**config.mk**
```make
export PLATFORM = sky130hd
export DESIGN_NAME = flyback_fault_protection_fsm
export DESIGN_NICKNAME = d
export VERILOG_FILES = /design/src/common/fault_fsm_pkg.sv /design/src/hdl/flyback_fault_protection_fsm.sv
export SDC_FILE = /design/constraint.sdc
export NUM_CORES = 1
export LEC_CHECK = 0
export BUFFER_PORTS_ARGS = -buffer_cell sky130_fd_sc_hd__clkbuf_2
export CORE_UTILIZATION = 45
export DETAILED_ROUTE_END_ITERATION = 7
export GPL_TIMING_DRIVEN = 1
export MAX_ROUTING_LAYER = met4
export PLACE_DENSITY = 0.73
export SLEW_MARGIN = 20
export SYNTH_ARGS = -nofsm -noshare
export SYNTH_HDL_FRONTEND = slang
export SYNTH_SLANG_ARGS = --single-unit
```
**constraint.sdc**
```tcl
create_clock -name ref_clk -period 5.6 [get_ports ref_clk]
set_input_delay 1.12 -clock ref_clk [delete_from_list [all_inputs] [get_ports ref_clk]]
set_output_delay 1.12 -clock ref_clk [all_outputs]
set_load 0.02 [all_outputs]
```
**src/common/fault_fsm_pkg.sv**
```systemverilog
// Package for the flyback fault-protection sequencer.
// Holds the timing constants, the state codes and the carrier structs.
// Assumes a 200 MHz core clock.
`default_nettype none

package fault_fsm_pkg;

	// Core clock
	localparam int CLK_PERIOD_NS = 5;
	localparam int CLK_CYCLES_PER_MS = 1000000 / CLK_PERIOD_NS;

	// Leading-edge blanking, a least time, so it rounds up
	localparam int LEB_TIME_NS = 420;
	localparam int LEB_CYCLES = (LEB_TIME_NS + CLK_PERIOD_NS - 1) / CLK_PERIOD_NS;
	localparam int BLANK_W = 7;

	// Debounce times
	localparam int UV_TIME_MS = 128;
	localparam int SHORT_TIME_MS = 64;
	localparam int UV_CYCLES = UV_TIME_MS * CLK_CYCLES_PER_MS;
	localparam int SHORT_CYCLES = SHORT_TIME_MS * CLK_CYCLES_PER_MS;
	localparam int TIMER_W = 25;

	// Consecutive-cycle fault counts
	localparam int CYCLE_TRIP_COUNT = 3;
	localparam int CYCLE_W = 2;

	// Values after reset
	localparam logic [CYCLE_W-1:0] CYCLE_RESET = 2'h0;
	localparam logic [TIMER_W-1:0] TIMER_RESET = 25'h000_0000;
	localparam logic [BLANK_W-1:0] BLANK_RESET = 7'h00;

	// Sequencer states, one-hot
	typedef enum logic [3:0] {
		ST_WAIT_START = 4'h1,
		ST_TEST_PULSE = 4'h2,
		ST_RUN = 4'h4,
		ST_RECOVER = 4'h8
	} seq_state_t;

	// Record of the fault that caused the last trip
	typedef struct packed {
		logic supply_overvoltage_trip;
		logic output_overvoltage_trip;
		logic output_undervoltage_trip;
		logic output_short_trip;
		logic saturation_trip;
		logic over_temp_trip;
		logic brown_in_fail;
		logic brown_out_trip;
	} fault_t;

	localparam fault_t FAULT_NONE = 8'h00;

	// Comparator verdicts and switching events from the analog front end
	typedef struct packed {
		logic supply_overvoltage; // Supply above its overvoltage threshold
		logic out_high; // Secondary sample at or above output_high_limit
		logic out_low; // Secondary sample below output_low_limit
		logic out_short; // Secondary sample below the short level
		logic secondary_sample;   // Pulse: secondary-conduction sample is valid
		logic primary_sample;     // Pulse: primary-conduction bus sample is valid
		logic bus_above_brown_in; // Bus sample above brown_in_level
		logic bus_below_brown_out;// Bus sample below brown_out_level
		logic cs_peak;            // Current sense reached the regulation peak
		logic cs_max;             // Current sense above the maximum threshold
		logic over_temp;          // Junction above the over-temperature threshold
		logic temp_recovered;     // Junction has fallen by the hysteresis
		logic startup_supply_level;
		logic min_operating_supply;// Supply has decayed to its minimum level
		logic turn_on_req;        // Pulse: regulation loop asks for a pulse
	} sense_t;

	typedef struct packed {
		logic running;
		logic recovering;
		logic otp_locked;
		fault_t fault;
	} status_t;

endpackage : fault_fsm_pkg

`default_nettype wire

```
**src/hdl/flyback_fault_protection_fsm.sv**
```systemverilog
// Fault-protection sequencer that gates the power switch drive.
// Assumes all sense inputs are synchronous to ref_clk and that the
// sample strobes are single-cycle pulses inside the matching interval.
`default_nettype none

module flyback_fault_protection_fsm #(
	parameter int UV_CYCLES = fault_fsm_pkg::UV_CYCLES,
	parameter int SHORT_CYCLES = fault_fsm_pkg::SHORT_CYCLES
) (
	input wire logic ref_clk,
	input wire logic reset,
	input wire fault_fsm_pkg::sense_t sense,
	output var logic gate_drive,
	output var fault_fsm_pkg::status_t status
);

	localparam int TW = fault_fsm_pkg::TIMER_W;
	localparam int CW = fault_fsm_pkg::CYCLE_W;
	localparam logic [CW-1:0] CYCLE_LAST = CW'(fault_fsm_pkg::CYCLE_TRIP_COUNT - 1);
	localparam logic [TW-1:0] UV_LAST = TW'(UV_CYCLES - 1);
	localparam logic [TW-1:0] SHORT_LAST = TW'(SHORT_CYCLES - 1);
	localparam logic [fault_fsm_pkg::BLANK_W-1:0] BLANK_LOAD =
		fault_fsm_pkg::BLANK_W'(fault_fsm_pkg::LEB_CYCLES - 1);

	fault_fsm_pkg::seq_state_t state;
	fault_fsm_pkg::seq_state_t next_state;
	fault_fsm_pkg::fault_t next_fault;
	logic any_trip;
	logic [CW-1:0] ov_cnt;
	logic [CW-1:0] sat_cnt;
	logic [CW-1:0] bo_cnt;
	logic [TW-1:0] uv_tmr;
	logic [TW-1:0] short_tmr;
	logic uv_low;
	logic short_low;
	logic [fault_fsm_pkg::BLANK_W-1:0] blank_cnt;
	logic cs_max_seen;
	logic test_fired;
	logic otp_lock;
	logic pulse_end;
	logic switching;

	// Counter step: advance on a violation, clear on a clean sample
	function automatic logic [CW-1:0] step_count(input logic [CW-1:0] cnt, input logic bad);
		step_count = bad ? cnt + 2'h1 : 2'h0;
	endfunction : step_count

	// Current sense only counts once blanking is over
	assign switching = (state == fault_fsm_pkg::ST_TEST_PULSE) || (state == fault_fsm_pkg::ST_RUN);
	assign pulse_end = gate_drive && (blank_cnt == fault_fsm_pkg::BLANK_RESET) && sense.cs_peak;

	// Trip evaluation; several faults in one cycle are all recorded
	always_comb
	begin
		next_fault = fault_fsm_pkg::FAULT_NONE;
		if (switching)
		begin
			next_fault.supply_overvoltage_trip = sense.supply_overvoltage;
			next_fault.over_temp_trip = sense.over_temp;
		end
		if (state == fault_fsm_pkg::ST_TEST_PULSE)
		begin
			// One bus sample from the test pulse decides start-up
			next_fault.brown_in_fail = sense.primary_sample && gate_drive
				&& !sense.bus_above_brown_in;
		end
		if (state == fault_fsm_pkg::ST_RUN)
		begin
			next_fault.output_overvoltage_trip = sense.secondary_sample && sense.out_high
				&& (ov_cnt == CYCLE_LAST);
			next_fault.output_undervoltage_trip = uv_low && (uv_tmr == UV_LAST);
			next_fault.output_short_trip = short_low && (short_tmr == SHORT_LAST);
			next_fault.saturation_trip = pulse_end && (cs_max_seen || sense.cs_max)
				&& (sat_cnt == CYCLE_LAST);
			next_fault.brown_out_trip = sense.primary_sample && sense.bus_below_brown_out
				&& (bo_cnt == CYCLE_LAST);
		end
		any_trip = |next_fault;
	end

	// Sequencer next state
	always_comb
	begin
		next_state = state;
		case (state)
			fault_fsm_pkg::ST_WAIT_START:
			begin
				if (sense.startup_supply_level && !otp_lock && !sense.over_temp)
					next_state = fault_fsm_pkg::ST_TEST_PULSE;
			end
			fault_fsm_pkg::ST_TEST_PULSE:
			begin
				if (any_trip)
					next_state = fault_fsm_pkg::ST_RECOVER;
				else if (sense.primary_sample && gate_drive)
					next_state = fault_fsm_pkg::ST_RUN;
			end
			fault_fsm_pkg::ST_RUN:
			begin
				if (any_trip)
					next_state = fault_fsm_pkg::ST_RECOVER;
			end
			fault_fsm_pkg::ST_RECOVER:
			begin
				if (sense.min_operating_supply)
					next_state = fault_fsm_pkg::ST_WAIT_START;
			end
			default:
				next_state = fault_fsm_pkg::ST_RECOVER;
		endcase
	end

	always_ff @(posedge ref_clk)
	begin
		if (reset)
			state <= fault_fsm_pkg::ST_WAIT_START;
		else
			state <= next_state;
	end

	// Gate drive; a trip drops it on the same edge that leaves the state
	always_ff @(posedge ref_clk)
	begin
		if (reset)
			gate_drive <= 1'b0;
		else if (any_trip || next_state == fault_fsm_pkg::ST_RECOVER)
			gate_drive <= 1'b0;
		else if (next_state == fault_fsm_pkg::ST_WAIT_START)
			gate_drive <= 1'b0;
		else if (pulse_end)
			gate_drive <= 1'b0;
		else if (!gate_drive && sense.turn_on_req && state == fault_fsm_pkg::ST_RUN)
			gate_drive <= 1'b1;
		else if (!gate_drive && sense.turn_on_req && state == fault_fsm_pkg::ST_TEST_PULSE
			&& !test_fired)
			gate_drive <= 1'b1;
	end

	// Only one test pulse per start attempt
	always_ff @(posedge ref_clk)
	begin
		if (reset)
			test_fired <= 1'b0;
		else if (state != fault_fsm_pkg::ST_TEST_PULSE)
			test_fired <= 1'b0;
		else if (gate_drive)
			test_fired <= 1'b1;
	end

	// Blanking counter, reloaded at every turn-on
	always_ff @(posedge ref_clk)
	begin
		if (reset)
			blank_cnt <= fault_fsm_pkg::BLANK_RESET;
		else if (!gate_drive)
			blank_cnt <= BLANK_LOAD;
		else if (blank_cnt != fault_fsm_pkg::BLANK_RESET)
			blank_cnt <= blank_cnt - 7'h01;
	end

	// Maximum-current flag per pulse, blind during blanking
	always_ff @(posedge ref_clk)
	begin
		if (reset || !gate_drive)
			cs_max_seen <= 1'b0;
		else if (blank_cnt == fault_fsm_pkg::BLANK_RESET && sense.cs_max)
			cs_max_seen <= 1'b1;
	end

	// Consecutive-cycle counters, only armed while running
	always_ff @(posedge ref_clk)
	begin
		if (reset || any_trip || state != fault_fsm_pkg::ST_RUN)
		begin
			ov_cnt <= fault_fsm_pkg::CYCLE_RESET;
			sat_cnt <= fault_fsm_pkg::CYCLE_RESET;
			bo_cnt <= fault_fsm_pkg::CYCLE_RESET;
		end
		else
		begin
			if (sense.secondary_sample)
				ov_cnt <= step_count(ov_cnt, sense.out_high);
			if (pulse_end)
				sat_cnt <= step_count(sat_cnt, cs_max_seen || sense.cs_max);
			if (sense.primary_sample)
				bo_cnt <= step_count(bo_cnt, sense.bus_below_brown_out);
		end
	end

	// Latest secondary-sample verdicts hold between samples
	always_ff @(posedge ref_clk)
	begin
		if (reset || any_trip || state != fault_fsm_pkg::ST_RUN)
		begin
			uv_low <= 1'b0;
			short_low <= 1'b0;
		end
		else if (sense.secondary_sample)
		begin
			uv_low <= sense.out_low;
			short_low <= sense.out_short;
		end
	end

	// Debounce timers; a clean sample restarts them from zero
	always_ff @(posedge ref_clk)
	begin
		if (reset || any_trip || !uv_low)
			uv_tmr <= fault_fsm_pkg::TIMER_RESET;
		else
			uv_tmr <= uv_tmr + 25'h000_0001;
	end

	always_ff @(posedge ref_clk)
	begin
		if (reset || any_trip || !short_low)
			short_tmr <= fault_fsm_pkg::TIMER_RESET;
		else
			short_tmr <= short_tmr + 25'h000_0001;
	end

	// Thermal lock; a new over-temperature wins over the recovery
	always_ff @(posedge ref_clk)
	begin
		if (reset)
			otp_lock <= 1'b0;
		else if (sense.over_temp)
			otp_lock <= 1'b1;
		else if (sense.temp_recovered)
			otp_lock <= 1'b0;
	end

	// Status; the fault record stays readable through recovery
	always_ff @(posedge ref_clk)
	begin
		if (reset)
			status <= '0;
		else
		begin
			status.running <= (next_state == fault_fsm_pkg::ST_RUN);
			status.recovering <= (next_state == fault_fsm_pkg::ST_RECOVER);
			status.otp_locked <= sense.over_temp || (otp_lock && !sense.temp_recovered);
			if (any_trip)
				status.fault <= next_fault;
			else if (state == fault_fsm_pkg::ST_WAIT_START
				&& next_state == fault_fsm_pkg::ST_TEST_PULSE)
				status.fault <= fault_fsm_pkg::FAULT_NONE;
		end
	end

	AST_SUPPLY_OV_OFF: assert property (@(posedge ref_clk) disable iff (reset)
		(switching && sense.supply_overvoltage) |=> (!gate_drive
		&& state == fault_fsm_pkg::ST_RECOVER
		&& status.fault.supply_overvoltage_trip))
		else $error("supply overvoltage did not stop drive");

	AST_OV_THREE: assert property (@(posedge ref_clk) disable iff (reset)
		(state == fault_fsm_pkg::ST_RUN && sense.secondary_sample && sense.out_high
		&& ov_cnt == 2'h2) |=> (state == fault_fsm_pkg::ST_RECOVER
		&& status.fault.output_overvoltage_trip))
		else $error("third high sample did not trip");

	AST_UV_TIME: assert property (@(posedge ref_clk) disable iff (reset)
		(state == fault_fsm_pkg::ST_RUN && uv_low && uv_tmr == UV_LAST)
		|=> status.fault.output_undervoltage_trip)
		else $error("undervoltage debounce did not trip");

	AST_SHORT_TIME: assert property (@(posedge ref_clk) disable iff (reset)
		(state == fault_fsm_pkg::ST_RUN && short_low && short_tmr == SHORT_LAST)
		|=> (status.fault.output_short_trip && !gate_drive))
		else $error("short debounce did not trip");

	AST_OTP_OFF: assert property (@(posedge ref_clk) disable iff (reset)
		(switching && sense.over_temp) |=> (!gate_drive && status.recovering))
		else $error("over-temperature did not stop drive");

	AST_OTP_HOLD: assert property (@(posedge ref_clk) disable iff (reset)
		(state == fault_fsm_pkg::ST_WAIT_START && otp_lock)
		|=> (state != fault_fsm_pkg::ST_TEST_PULSE && !gate_drive))
		else $error("pulse left while thermally locked");

	AST_BROWN_IN_FAIL: assert property (@(posedge ref_clk) disable iff (reset)
		(state == fault_fsm_pkg::ST_TEST_PULSE && gate_drive && sense.primary_sample
		&& !sense.bus_above_brown_in) |=> (state == fault_fsm_pkg::ST_RECOVER
		&& status.fault.brown_in_fail))
		else $error("failed brown-in did not stop");

	AST_RECOVER_OFF: assert property (@(posedge ref_clk) disable iff (reset)
		(state == fault_fsm_pkg::ST_RECOVER) |-> !gate_drive ##1
		(state == fault_fsm_pkg::ST_RECOVER || $past(sense.min_operating_supply)))
		else $error("recovery left early or drove the switch");

	AST_BLANKING: assert property (@(posedge ref_clk) disable iff (reset)
		(gate_drive && blank_cnt != fault_fsm_pkg::BLANK_RESET && !any_trip
		&& next_state == state) |=> gate_drive)
		else $error("pulse ended inside blanking");

	AST_CLEAN_CLEARS: assert property (@(posedge ref_clk) disable iff (reset)
		(sense.secondary_sample && !sense.out_high) |=> (ov_cnt == fault_fsm_pkg::CYCLE_RESET))
		else $error("clean sample did not clear count");

	AST_TRIP_CLEARS: assert property (@(posedge ref_clk) disable iff (reset)
		any_trip |=> (ov_cnt == 2'h0 && bo_cnt == 2'h0 && sat_cnt == 2'h0
		&& uv_tmr == fault_fsm_pkg::TIMER_RESET && short_tmr == fault_fsm_pkg::TIMER_RESET))
		else $error("trip left counters set");

endmodule : flyback_fault_protection_fsm

`default_nettype wire

```
### After elaboration in Yosys (flattened, before gate mapping)

Cells that the tools add are included.

* bits in registers: 84

* add/sub/neg operators: 6
* mux-type cells: 22
* bitwise operators: 1
* equal/unequal tests: 16
* reduce and logical (&&, ||, !) cells: 47

Operators by type and width (count)
* $add 25x1->25 const B: 2
* $eq 25x24->1 const B: 1
* $eq 25x25->1 const B: 1
* $mux 4: 6
* $logic_and 1x1->1: 21
* $mux 8: 2
* $pmux 4 s4: 1
* $mux 7: 2
* $logic_or 1x1->1: 9
* $eq 4x1->1 const B: 2
* $eq 4x2->1 const B: 2
* $eq 4x3->1 const B: 2
* $eq 4x4->1 const B: 2
* $logic_not 1->1: 8
* $mux 1: 8
* $reduce_or 8->1: 1
* $logic_not 7->1: 1
* $reduce_bool 7->1: 1
* $sub 7x1->7 const B: 1
* $add 2x1->2 const B: 3
* $eq 2x2->1 const B: 3
* $mux 2: 3
* $reduce_bool 2->1: 3
* $ne 4x2->1 const B: 1
* other kinds (5): 6

### Logic depth before layout (Yosys ltp)

Gate-level depths: netlist of the first run.

* word-level depth: 13
* gate-level depth with buffers: 9

### Least setup slack after synthesis of the first run

No wires, ideal clock.

* path type: in2reg
* start: input port sense[4] in the netlist's numbering
* end: register status[2] in the netlist's numbering
* data required time: 5.483 ns
* setup slack: 3.202 ns
* stages: 5
* data arrival time: 2.281 ns
* path buffers: 1
* cell sequence: or4b_1 nor3b_1 and4b_1 buf_6 a22o_1

* word-level cells in the longest chain between the ends: 7

RTL lines
* start: declaration: line flyback_fault_protection_fsm.sv:12 `input wire fault_fsm_pkg::sense_t sense,`
* $mux 1 or $logic_not 1->1 (tied branches): line flyback_fault_protection_fsm.sv:56, flyback_fault_protection_fsm.sv:88
* $reduce_or 8->1 or $logic_and 1x1->1 (tied branches): line flyback_fault_protection_fsm.sv:78, flyback_fault_protection_fsm.sv:88
* $mux 4 (on tied branches): line flyback_fault_protection_fsm.sv:100, flyback_fault_protection_fsm.sv:88, flyback_fault_protection_fsm.sv:93
* $pmux 4 s4: line flyback_fault_protection_fsm.sv:85 `case (state)`
* $eq 4x2->1: line flyback_fault_protection_fsm.sv:246 `&& next_state == fault_fsm_pkg::ST_TEST_PULSE)`
* $logic_and 1x1->1: line flyback_fault_protection_fsm.sv:246
* $reduce_bool 2->1 (no source line)
* end: declaration: line flyback_fault_protection_fsm.sv:14 `output var fault_fsm_pkg::status_t status`

Several ways; a longest one is shown, not always the timed one.
A chain may end at the register's enable or synchronous reset.

### Final worst setup path of the first run

* start: input port sense[5] in the netlist's numbering
* end: register short_tmr[24]

* word-level cells in the longest chain between the ends: 7

RTL lines
* $logic_or 1x1->1: line flyback_fault_protection_fsm.sv:73 `next_fault.saturation_trip = pulse_end && (cs_max_seen || sense.cs_max)`
* $logic_and 1x1->1: line flyback_fault_protection_fsm.sv:73
* $logic_and 1x1->1: line flyback_fault_protection_fsm.sv:74 `&& (sat_cnt == CYCLE_LAST);`
* $mux 4: line flyback_fault_protection_fsm.sv:67 `if (state == fault_fsm_pkg::ST_RUN)`
* $reduce_or 8->1: line flyback_fault_protection_fsm.sv:78 `any_trip = |next_fault;`
* $logic_or 1x1->1 (2 in a row): line flyback_fault_protection_fsm.sv:216 `if (reset || any_trip || !short_low)`
* end signal: assignment: line flyback_fault_protection_fsm.sv:217 `short_tmr <= fault_fsm_pkg::TIMER_RESET;`
* end signal: assignment: line flyback_fault_protection_fsm.sv:219 `short_tmr <= short_tmr + 25'h000_0001;`
* end: declaration: line flyback_fault_protection_fsm.sv:33 `logic [TW-1:0] short_tmr;`

No other way between the ends.

==> results of run 1 <==
sequential cells by signal, indices dropped and copies added, names as in the netlist:
register and count:
short_tmr 25, cs_max_seen 1, test_fired 1, status 11
uv_tmr 25, sat_cnt 2, ov_cnt 2, blank_cnt 7
short_low 1, gate_drive 1, otp_lock 1, bo_cnt 2
state 4, uv_low 1
synthesized netlist by cell type, types with 8 or more instances:
cell type  number  area, µm²
nand3_1        28        140
and3_1          8       50.1
nor3_1         19       95.1
clkbuf_1        9       33.8
nand4_1        15       93.8
a21oi_1        17       85.1
xnor2_1        17        149
nor2_1         71        267
nand2_1        26       97.6
dfxtp_1        84       1680
inv_1          14       52.6
and4_1          9       78.8
xor2_1         32        280
metal layers:
metal	share of wire	routed length, µm	vias to the layer above	GRT usage
met5	0	0	-	-
met2	0.47	3340	48	0.299
li1	-	-	1525	-
met1	0.47	3340	1375	0.218
met3	0.043	304	9	0.0361
met4	0.015	104	0	0.0769
where the power goes:
group          switching, µW  internal, µW  total, µW
Clock                    224           163        388
Sequential              6.43           603        610
Combinational           24.9          18.7       43.6
kinds of logic after synthesis:
group / after synthesis / synth area share
simple gates: 212 / 0.300
flops: 84 / 0.454
xor+xnor: 49 / 0.116
compound gates: 37 / 0.0605
buf+inv: 29 / 0.0331
fa+ha+maj: 7 / 0.0236
mux: 5 / 0.0135
how the worst max path moves through the flow:
stage	startpoint	end	slack (ns)	cells after the start
2_1_floorplan	sense[4]	status[2]	3.20	5
3_3_place_gp	sense[5]	short_tmr[24]	2.36	6
3_5_place_dp	sense[5]	short_tmr[24]	2.29	6
4_1_cts	short_tmr[0]	uv_tmr[4]	2.64	6
5_1_grt	short_tmr[0]	uv_tmr[16]	2.33	6
6_report	sense[5]	short_tmr[24]	2.65	6
stage by stage:
stage               total power, µW  cells
global placement                667    538
CTS                            1050    554
floorplan                       653    423
finish                         1040    554
detailed placement              668    538
global route                   1080    554
layout make-up:
class	instances	share of cell area
sequential	84	0.412
tap	102	0.0313
timing repair buffer	28	0.0344
clock inverter	7	0.0129
inverter	14	0.0129
clock buffer	9	0.0304
multi-input combinational	310	0.466
==> out/qor.txt, run 1 <==
Status: completed
Max-cap violations: 0
Die W: 92.7 µm
Routed via count: 2957
Die height: 92.7 µm
CTS Sinks: 84
Hold Vio Cnt, Final: 0
DR WL/cell: 12.8 µm
Clk_lat worst skew: 0.35 ns
Ant. Diodes: 0
DR DRC count: 0
CTS Buf Count: 9
Reg2Reg Setup Slack: 2.67 ns
Yosys reg bits: 84
WL final: 7.09 mm
Worst-path clk slew: 0.09 ns
H-tree levels: 3
Finish-stage setup viols: 0
Most common cell after layout, fill and taps aside: dfxtp_1
FF-to-FF Start: short_tmr[0]
Port Buf Inserts: 28
DRT antenna net count: 0
Pleak: 0.00143 µW
Shortest period the worst path allows: 2.95 ns
CTS root buf: clkbuf_8
Yosys warnings: 0
# rows: 32
Postcts setup bufs: 0
Worst reg2reg path depth: 6
Final instance area: 4080 µm²
Avg Cell Area, Syn: 8.76 µm²
First-pass DRT Iterations: 4
Filler cell count: 761
Fin Hold WS: 0.480 ns
Period utilisation layout: 0.527
Global route overflow: 0
Crit Path Category: in2reg
Crit-path slowest cell: nand4_1
TNS Setup: 0 ns
Delay-heaviest family, CP: simple AND/OR/NAND/NOR gates
Hold crit path type: reg2reg
Critical path buffers and inverters: 1
Die area: 8600 µm²
Share of layout cells above drive strength 1: 0.111
Sequential cell area: 1680 µm²
Core Area: 7850 µm²
Element type at the critical path start: input pin
# resized after CTS: 0
P&R area growth vs syn: 10.1%
Multi-input combinational cell area: 1900 µm²
Vias in the first global route: 2743
Worst Hold Depth: 1
Slew Limit Fails: 0
Worst Tran Pin Value: 1.02 ns
Initial antenna violation count: 0
Crit end category: flip-flop
Final net count: 471
IR Drop Worst-Case VDD: 98.1 µV
CTS tree: done
Min-delay src: status[1]
Seq/Total Area, Yosys: 0.454
Pwr/cell area: 255 nW/µm²
Routed vias/inst: 5.34
Cell area after synthesis: 3700 µm²
1st-iter DRT viols: 124
GRT Util Overall: 0.182
Yosys cell types: 41
DP Area: 3900 µm²
First-pass GRT wire length: 12.3 mm
Post-CTS Hold Buffers: 0
Clock Tree Buf Depth: 2
Post-synth ARST share: 0
Net Count, Synth: 447
Initial Util: 0.472
Clk_skew: 0.0117 ns
Pre-CTS setup slack: 2.29 ns
Rel. slew slack: 0.315
CP max FO: 25
Placer Congestion: 0.781
Io pins: 29
Post-synth EDFFs: 0
Fmax: 339 MHz
Reg2reg end: uv_tmr[4]
Final worst-path setup slack: 2.65 ns
Top_reg_cell synth: dfxtp_1
Data arrival time of the worst path: 3.21 ns
RSZ-0062 raised after global routing: no
Terminating pin of the worst hold path: status[1]
Detailed placement HPWL: 4.98 mm
Crit path cell chain: clkbuf_2, nor2_1, nor3b_1, a22oi_1, nand4_1, a21oi_1
Commonest cells after routing, fill and taps aside: dfxtp_1, nor2_1, xor2_1
CP peak stage delay: 0.89 ns
CP required: 5.86 ns
Post-Syn Instances: 423
Largest net degree at the start of global routing: 27
Fin util: 0.520
(Power assumes the default switching activity.)
==> run 2: changes to the inputs <==
Settings changed: PLACE_DENSITY 0.73 to 0.75.
Clock period 5.6 ns to 2.5 ns, I/O delays scaled along.
==> run 2 against run 1 <==
Worst hold slack worse by 0.11 ns. Power rose by 120%. Cell area up 1.9%. Clock power is 120% higher. Global-route usage grew 0.39 points. Core utilization grew 1.0 points. Register-to-register slack worse by 2.5 ns. Critical endpoint is now short_low. Largest power group unchanged.
==> out/qor.txt, run 2 (synthesized netlist as in run 1, its figures left out) <==
Multi-input combinational cell area: 1910 µm² (was 1900 µm²)
1st-iter DRT viols: 165 (was 124)
DR DRC count: 0 (unchanged)
Final net count: 478 (was 471)
P&R area growth vs syn: 12.2% (was 10.1%)
CTS Sinks: 84 (unchanged)
# rows: 32 (unchanged)
Final worst-path setup slack: 0.219 ns (was 2.65 ns)
Rel. slew slack: 0.603 (was 0.315)
Clk_skew: 0.0164 ns (was 0.0117 ns)
Data arrival time of the worst path: 2.55 ns (was 3.21 ns)
Period utilisation layout: 0.913
First-pass DRT Iterations: 5 (was 4)
Initial antenna violation count: 0 (unchanged)
Initial Util: 0.472 (unchanged)
Die height: 92.7 µm (unchanged)
Vias in the first global route: 2781 (was 2743)
Share of layout cells above drive strength 1: 0.124 (was 0.111)
Core Area: 7850 µm² (unchanged)
Routed via count: 3054 (was 2957)
CP max FO: 7 (was 25)
Final instance area: 4160 µm² (was 4080 µm²)
Pre-CTS setup slack: 0.141 ns (was 2.29 ns)
Fin Hold WS: 0.372 ns (was 0.480 ns)
TNS Setup: 0 ns (unchanged)
DRT antenna net count: 0 (unchanged)
RSZ-0062 raised after global routing: no (unchanged)
Commonest cells after routing, fill and taps aside: dfxtp_1, nor2_1, xor2_1 (unchanged)
Routed vias/inst: 5.45 (was 5.34)
Worst Tran Pin Value: 0.588 ns (was 1.02 ns)
Die W: 92.7 µm (unchanged)
Io pins: 29 (unchanged)
Most common cell after layout, fill and taps aside: dfxtp_1 (unchanged)
Max-cap violations: 0 (unchanged)
CTS root buf: clkbuf_8 (unchanged)
Element type at the critical path start: flip-flop (was input pin)
GRT Util Overall: 0.186 (was 0.182)
WL final: 7.45 mm (was 7.09 mm)
IR Drop Worst-Case VDD: 251 µV (was 98.1 µV)
Crit end category: flip-flop (unchanged)
Placer Congestion: 0.847 (was 0.781)
Pleak: 0.00147 µW (was 0.00143 µW)
Fin util: 0.530 (was 0.520)
Clk_lat worst skew: 0.36 ns (was 0.35 ns)
Hold crit path type: in2reg (was reg2reg)
Status: completed (unchanged)
Finish-stage setup viols: 0 (unchanged)
Pwr/cell area: 563 nW/µm² (was 255 nW/µm²)
DP Area: 3980 µm² (was 3900 µm²)
Ant. Diodes: 0 (unchanged)
DR WL/cell: 13.3 µm (was 12.8 µm)
Worst-path clk slew: 0.09 ns (about the same)
Fmax: 438 MHz
Global route overflow: 0 (unchanged)
Hold Vio Cnt, Final: 0 (unchanged)
CTS tree: done (unchanged)
Clock Tree Buf Depth: 2 (unchanged)
CP required: 2.77 ns (was 5.86 ns)
CTS Buf Count: 9 (unchanged)
Die area: 8600 µm² (unchanged)
Port Buf Inserts: 28 (unchanged)
H-tree levels: 3 (unchanged)
Largest net degree at the start of global routing: 27 (unchanged)
Filler cell count: 734 (was 761)
Sequential cell area: 1680 µm² (unchanged)
Slew Limit Fails: 0 (unchanged)
Shortest period the worst path allows: 2.28 ns
Crit Path Category: reg2reg (was in2reg)
Top Registers: short_tmr: 25 flops, uv_tmr: 25 flops, status: 11 flops (unchanged)
Detailed placement HPWL: 5.17 mm (was 4.98 mm)
First-pass GRT wire length: 12.4 mm (was 12.3 mm)
-- run 2: critical path: stages (launching register included) --
cell and delay (ns):
dfxtp_1 0.39, inv_1 0.08, ha_1 0.20, nor4b_1 0.16, and4_1 0.29, a22oi_2 0.34, nand4b_1 0.33, buf_4 0.26
nor3_1 0.15
-- run 2: what timing repair did --
| item | CTS | global route |
|---|---|---|
| gates resized for setup | 0 | 1 |
| buffers inserted | 0 | 0 |
| hold endpoints to repair | 0 | 0 |
| endpoints found under the setup margin | 0 | 7 |
| hold buffers | 0 | 0 |
-- run 2: power by group --
part	internal (µW)	switching, µW	total, µW
Combinational	43.1	60.1	103
Clock	363	506	869
Sequential	1350	15.3	1370
-- run 2: metal layers --
layer	share of wire	GRT usage	vias up
li1	-	-	1533
met1	0.46	0.221	1424
met2	0.47	0.298	77
met3	0.052	0.0353	20
met4	0.026	0.101	0
met5	0	-	-
-- run 2: final cells by class --
cell class	count	area share
multi-input combinational	310	0.458
sequential	84	0.404
timing repair buffer	35	0.0524
tap	102	0.0307
clock buffer	9	0.0298
inverter	14	0.0126
clock inverter	6	0.0117
-- run 2: final timing paths --
path	start	end	slack, ns	cells after the start
hold / removal	sense[14]	status[7]	0.37	2
setup / recovery	blank_cnt[0]	short_low	0.22	8
setup reg to reg	blank_cnt[0]	short_low	0.22	8
hold reg to reg	status[0]	status[0]	0.47	1
-- run 2: stage by stage --
step / total power, µW / cells
2_1_floorplan: 1460 / 423
3_3_place_gp: 1490 / 545
3_5_place_dp: 1500 / 545
4_1_cts: 2350 / 560
5_1_grt: 2430 / 560
6_report: 2340 / 560
==> run 3: changes to the inputs <==
Settings changed: RECOVER_POWER from default to 100.
==> run 3 against run 2 <==
Critical path type unchanged. Global-route usage is the same. Count of clock-buffer cells in the layout is the same. Cell area shrank 0.45%. Core utilization shrank 0.24 points. Via count is essentially flat. Clock skew is essentially flat. Combinational power is essentially flat. Largest power group unchanged.
==> out/qor.txt, run 3 (synthesized netlist as in run 1, its figures left out) <==
Status: completed (unchanged)
Global route overflow: 0 (unchanged)
Worst Tran Pin Value: 1.04 ns (was 0.588 ns)
Slew Limit Fails: 0 (unchanged)
First-pass DRT Iterations: 4 (was 5)
Die area: 8600 µm² (unchanged)
Filler cell count: 739 (was 734)
Max-cap violations: 0 (unchanged)
# rows: 32 (unchanged)
Crit end category: flip-flop (unchanged)
Postcts setup bufs: 0 (unchanged)
Flop pwr share: 0.585 (was 0.584)
DP Area: 3980 µm² (unchanged)
Total net switching power: 582 µW (was 581 µW)
Vias in the first global route: 2781 (unchanged)
Period utilisation layout: 0.933 (was 0.913)
Detailed placement HPWL: 5.17 mm (unchanged)
Crit path cell chain: nor4b_1, and3_1, nand3_1, nand4b_1, clkbuf_2, nor3_1 (was inv_1, ha_1, nor4b_1, and4_1, a22oi_2, nand4b_1, buf_4, nor3_1)
P&R area growth vs syn: 11.7% (was 12.2%)
Data arrival time of the worst path: 2.57 ns (was 2.55 ns)
Rel. slew slack: 0.307 (was 0.603)
Crit Path Category: reg2reg (unchanged)
CP peak stage delay: 0.54 ns (was 0.39 ns)
Die height: 92.7 µm (unchanged)
Port Buf Inserts: 28 (unchanged)
Final net count: 478 (unchanged)
CTS root buf: clkbuf_8 (unchanged)
Largest net degree at the start of global routing: 27 (unchanged)
Die W: 92.7 µm (unchanged)
Critical path buffers and inverters: 1 (was 2)
Shortest period the worst path allows: 2.33 ns (was 2.28 ns)
Reg2Reg Setup Slack: 0.17 ns (was 0.22 ns)
Hold crit path type: in2reg (unchanged)
CTS Sinks: 84 (unchanged)
Fmax: 429 MHz (was 438 MHz)
Final instance area: 4140 µm² (was 4160 µm²)
Delay-heaviest family, CP: simple AND/OR/NAND/NOR gates (unchanged)
Element type at the critical path start: flip-flop (unchanged)
Clk_skew: 0.0165 ns (was 0.0164 ns)
CP required: 2.74 ns (was 2.77 ns)
Clock share of power: 0.372 (about the same)
Logic pwr share: 0.043 (was 0.044)
1st-iter DRT viols: 174 (was 165)
First-pass GRT wire length: 12.4 mm (unchanged)
TNS Setup: 0 ns (unchanged)
DRT antenna net count: 0 (unchanged)
Share of layout cells above drive strength 1: 0.0961 (was 0.124)
Crit-path slowest cell: nor4b_1 (was dfxtp_1)
Dpl cells: 545 (unchanged)
Pwr/cell area: 565 nW/µm² (was 563 nW/µm²)
H-tree levels: 3 (unchanged)
WL final: 7.46 mm (was 7.45 mm)
# resized after CTS: 0 (unchanged)
Post-CTS Hold Buffers: 0 (unchanged)
CTS tree: done (unchanged)
Routed vias/inst: 5.46 (was 5.45)
GRT Util Overall: 0.186 (unchanged)
Initial Util: 0.472 (unchanged)
Io pins: 29 (unchanged)
CTS Buf Count: 9 (unchanged)
Pleak: 0.00142 µW (was 0.00147 µW)
Int Pwr: 1760 µW (about the same)
Ant. Diodes: 0 (unchanged)
Hold Vio Cnt, Final: 0 (unchanged)
Core Area: 7850 µm² (unchanged)
Clk_lat worst skew: 0.36 ns (about the same)
Worst-path clk slew: 0.09 ns (about the same)
DR DRC count: 0 (unchanged)
Top Registers: short_tmr: 25 flops, uv_tmr: 25 flops, status: 11 flops (unchanged)
Initial antenna violation count: 0 (unchanged)
CP max FO: 9 (was 7)
RSZ-0062 raised after global routing: no (unchanged)
Placer Congestion: 0.847 (unchanged)
Clock Tree Buf Depth: 2 (unchanged)
IR Drop Worst-Case VDD: 251 µV (about the same)
Commonest cells after routing, fill and taps aside: dfxtp_1, nor2_1, xor2_1 (unchanged)
Most common cell after layout, fill and taps aside: dfxtp_1 (unchanged)
Switching Fraction: 0.249 (was 0.248)
Finish-stage setup viols: 0 (unchanged)
Finished Layout Cells: 560 (unchanged)
DR WL/cell: 13.3 µm (about the same)
Routed via count: 3055 (was 3054)
==> run 3: final timing paths <==
path,cells past startpoint,to,startpoint
min,2,status[7],sense[14]
max reg2reg,6,short_low,state[2]
min reg2reg,1,status[0],status[0]
max,6,short_low,state[2]
==> run 3: cell type report <==
cell class	instances	area [µm²]	area share
sequential	84	1680	0.406
inverter	14	52.6	0.0127
multi-input combinational	310	1910	0.460
clock buffer	9	124	0.0299
timing repair buffer	35	199	0.0481
tap	102	128	0.0308
clock inverter	6	48.8	0.0118
==> run 3: routing by layer <==
metal	up-vias	routed length [µm]	global-route usage
met5	-	0	-
li1	1533	-	-
met1	1425	3380	0.221
met4	0	171	0.101
met2	77	3510	0.298
met3	20	390	0.0353
==> run 3: power groups by stage <==
stage | Sequential, µW | Clock (µW) | Combinational, µW
finish | 1370 | 870 | 101
global route | 1370 | 952 | 112
CTS | 1370 | 882 | 103
detailed placement | 1400 | 0 | 101
global placement | 1400 | 0 | 98.0
floorplan | 1400 | 0 | 63.2
==> run 3: worst reg2reg max path, stage by stage, from the launching register on <==
cell	delay (ns)
dfxtp_1	0.44
nor4b_1	0.54
and3_1	0.25
nand3_1	0.31
nand4b_1	0.40
clkbuf_2	0.22
nor3_1	0.06
==> run 3: through the flow <==
stage / power, µW / hold slack (ns) / setup slack, ns / util
floorplan: 1460 / 0.438 / 0.332 / -
global placement: 1490 / 0.442 / 0.259 / 0.507
detailed placement: 1500 / 0.454 / 0.141 / 0.507
CTS: 2350 / 0.366 / 0.0587 / 0.529
global route: 2430 / 0.367 / 0.0188 / 0.527
finish: 2340 / 0.370 / 0.169 / 0.527
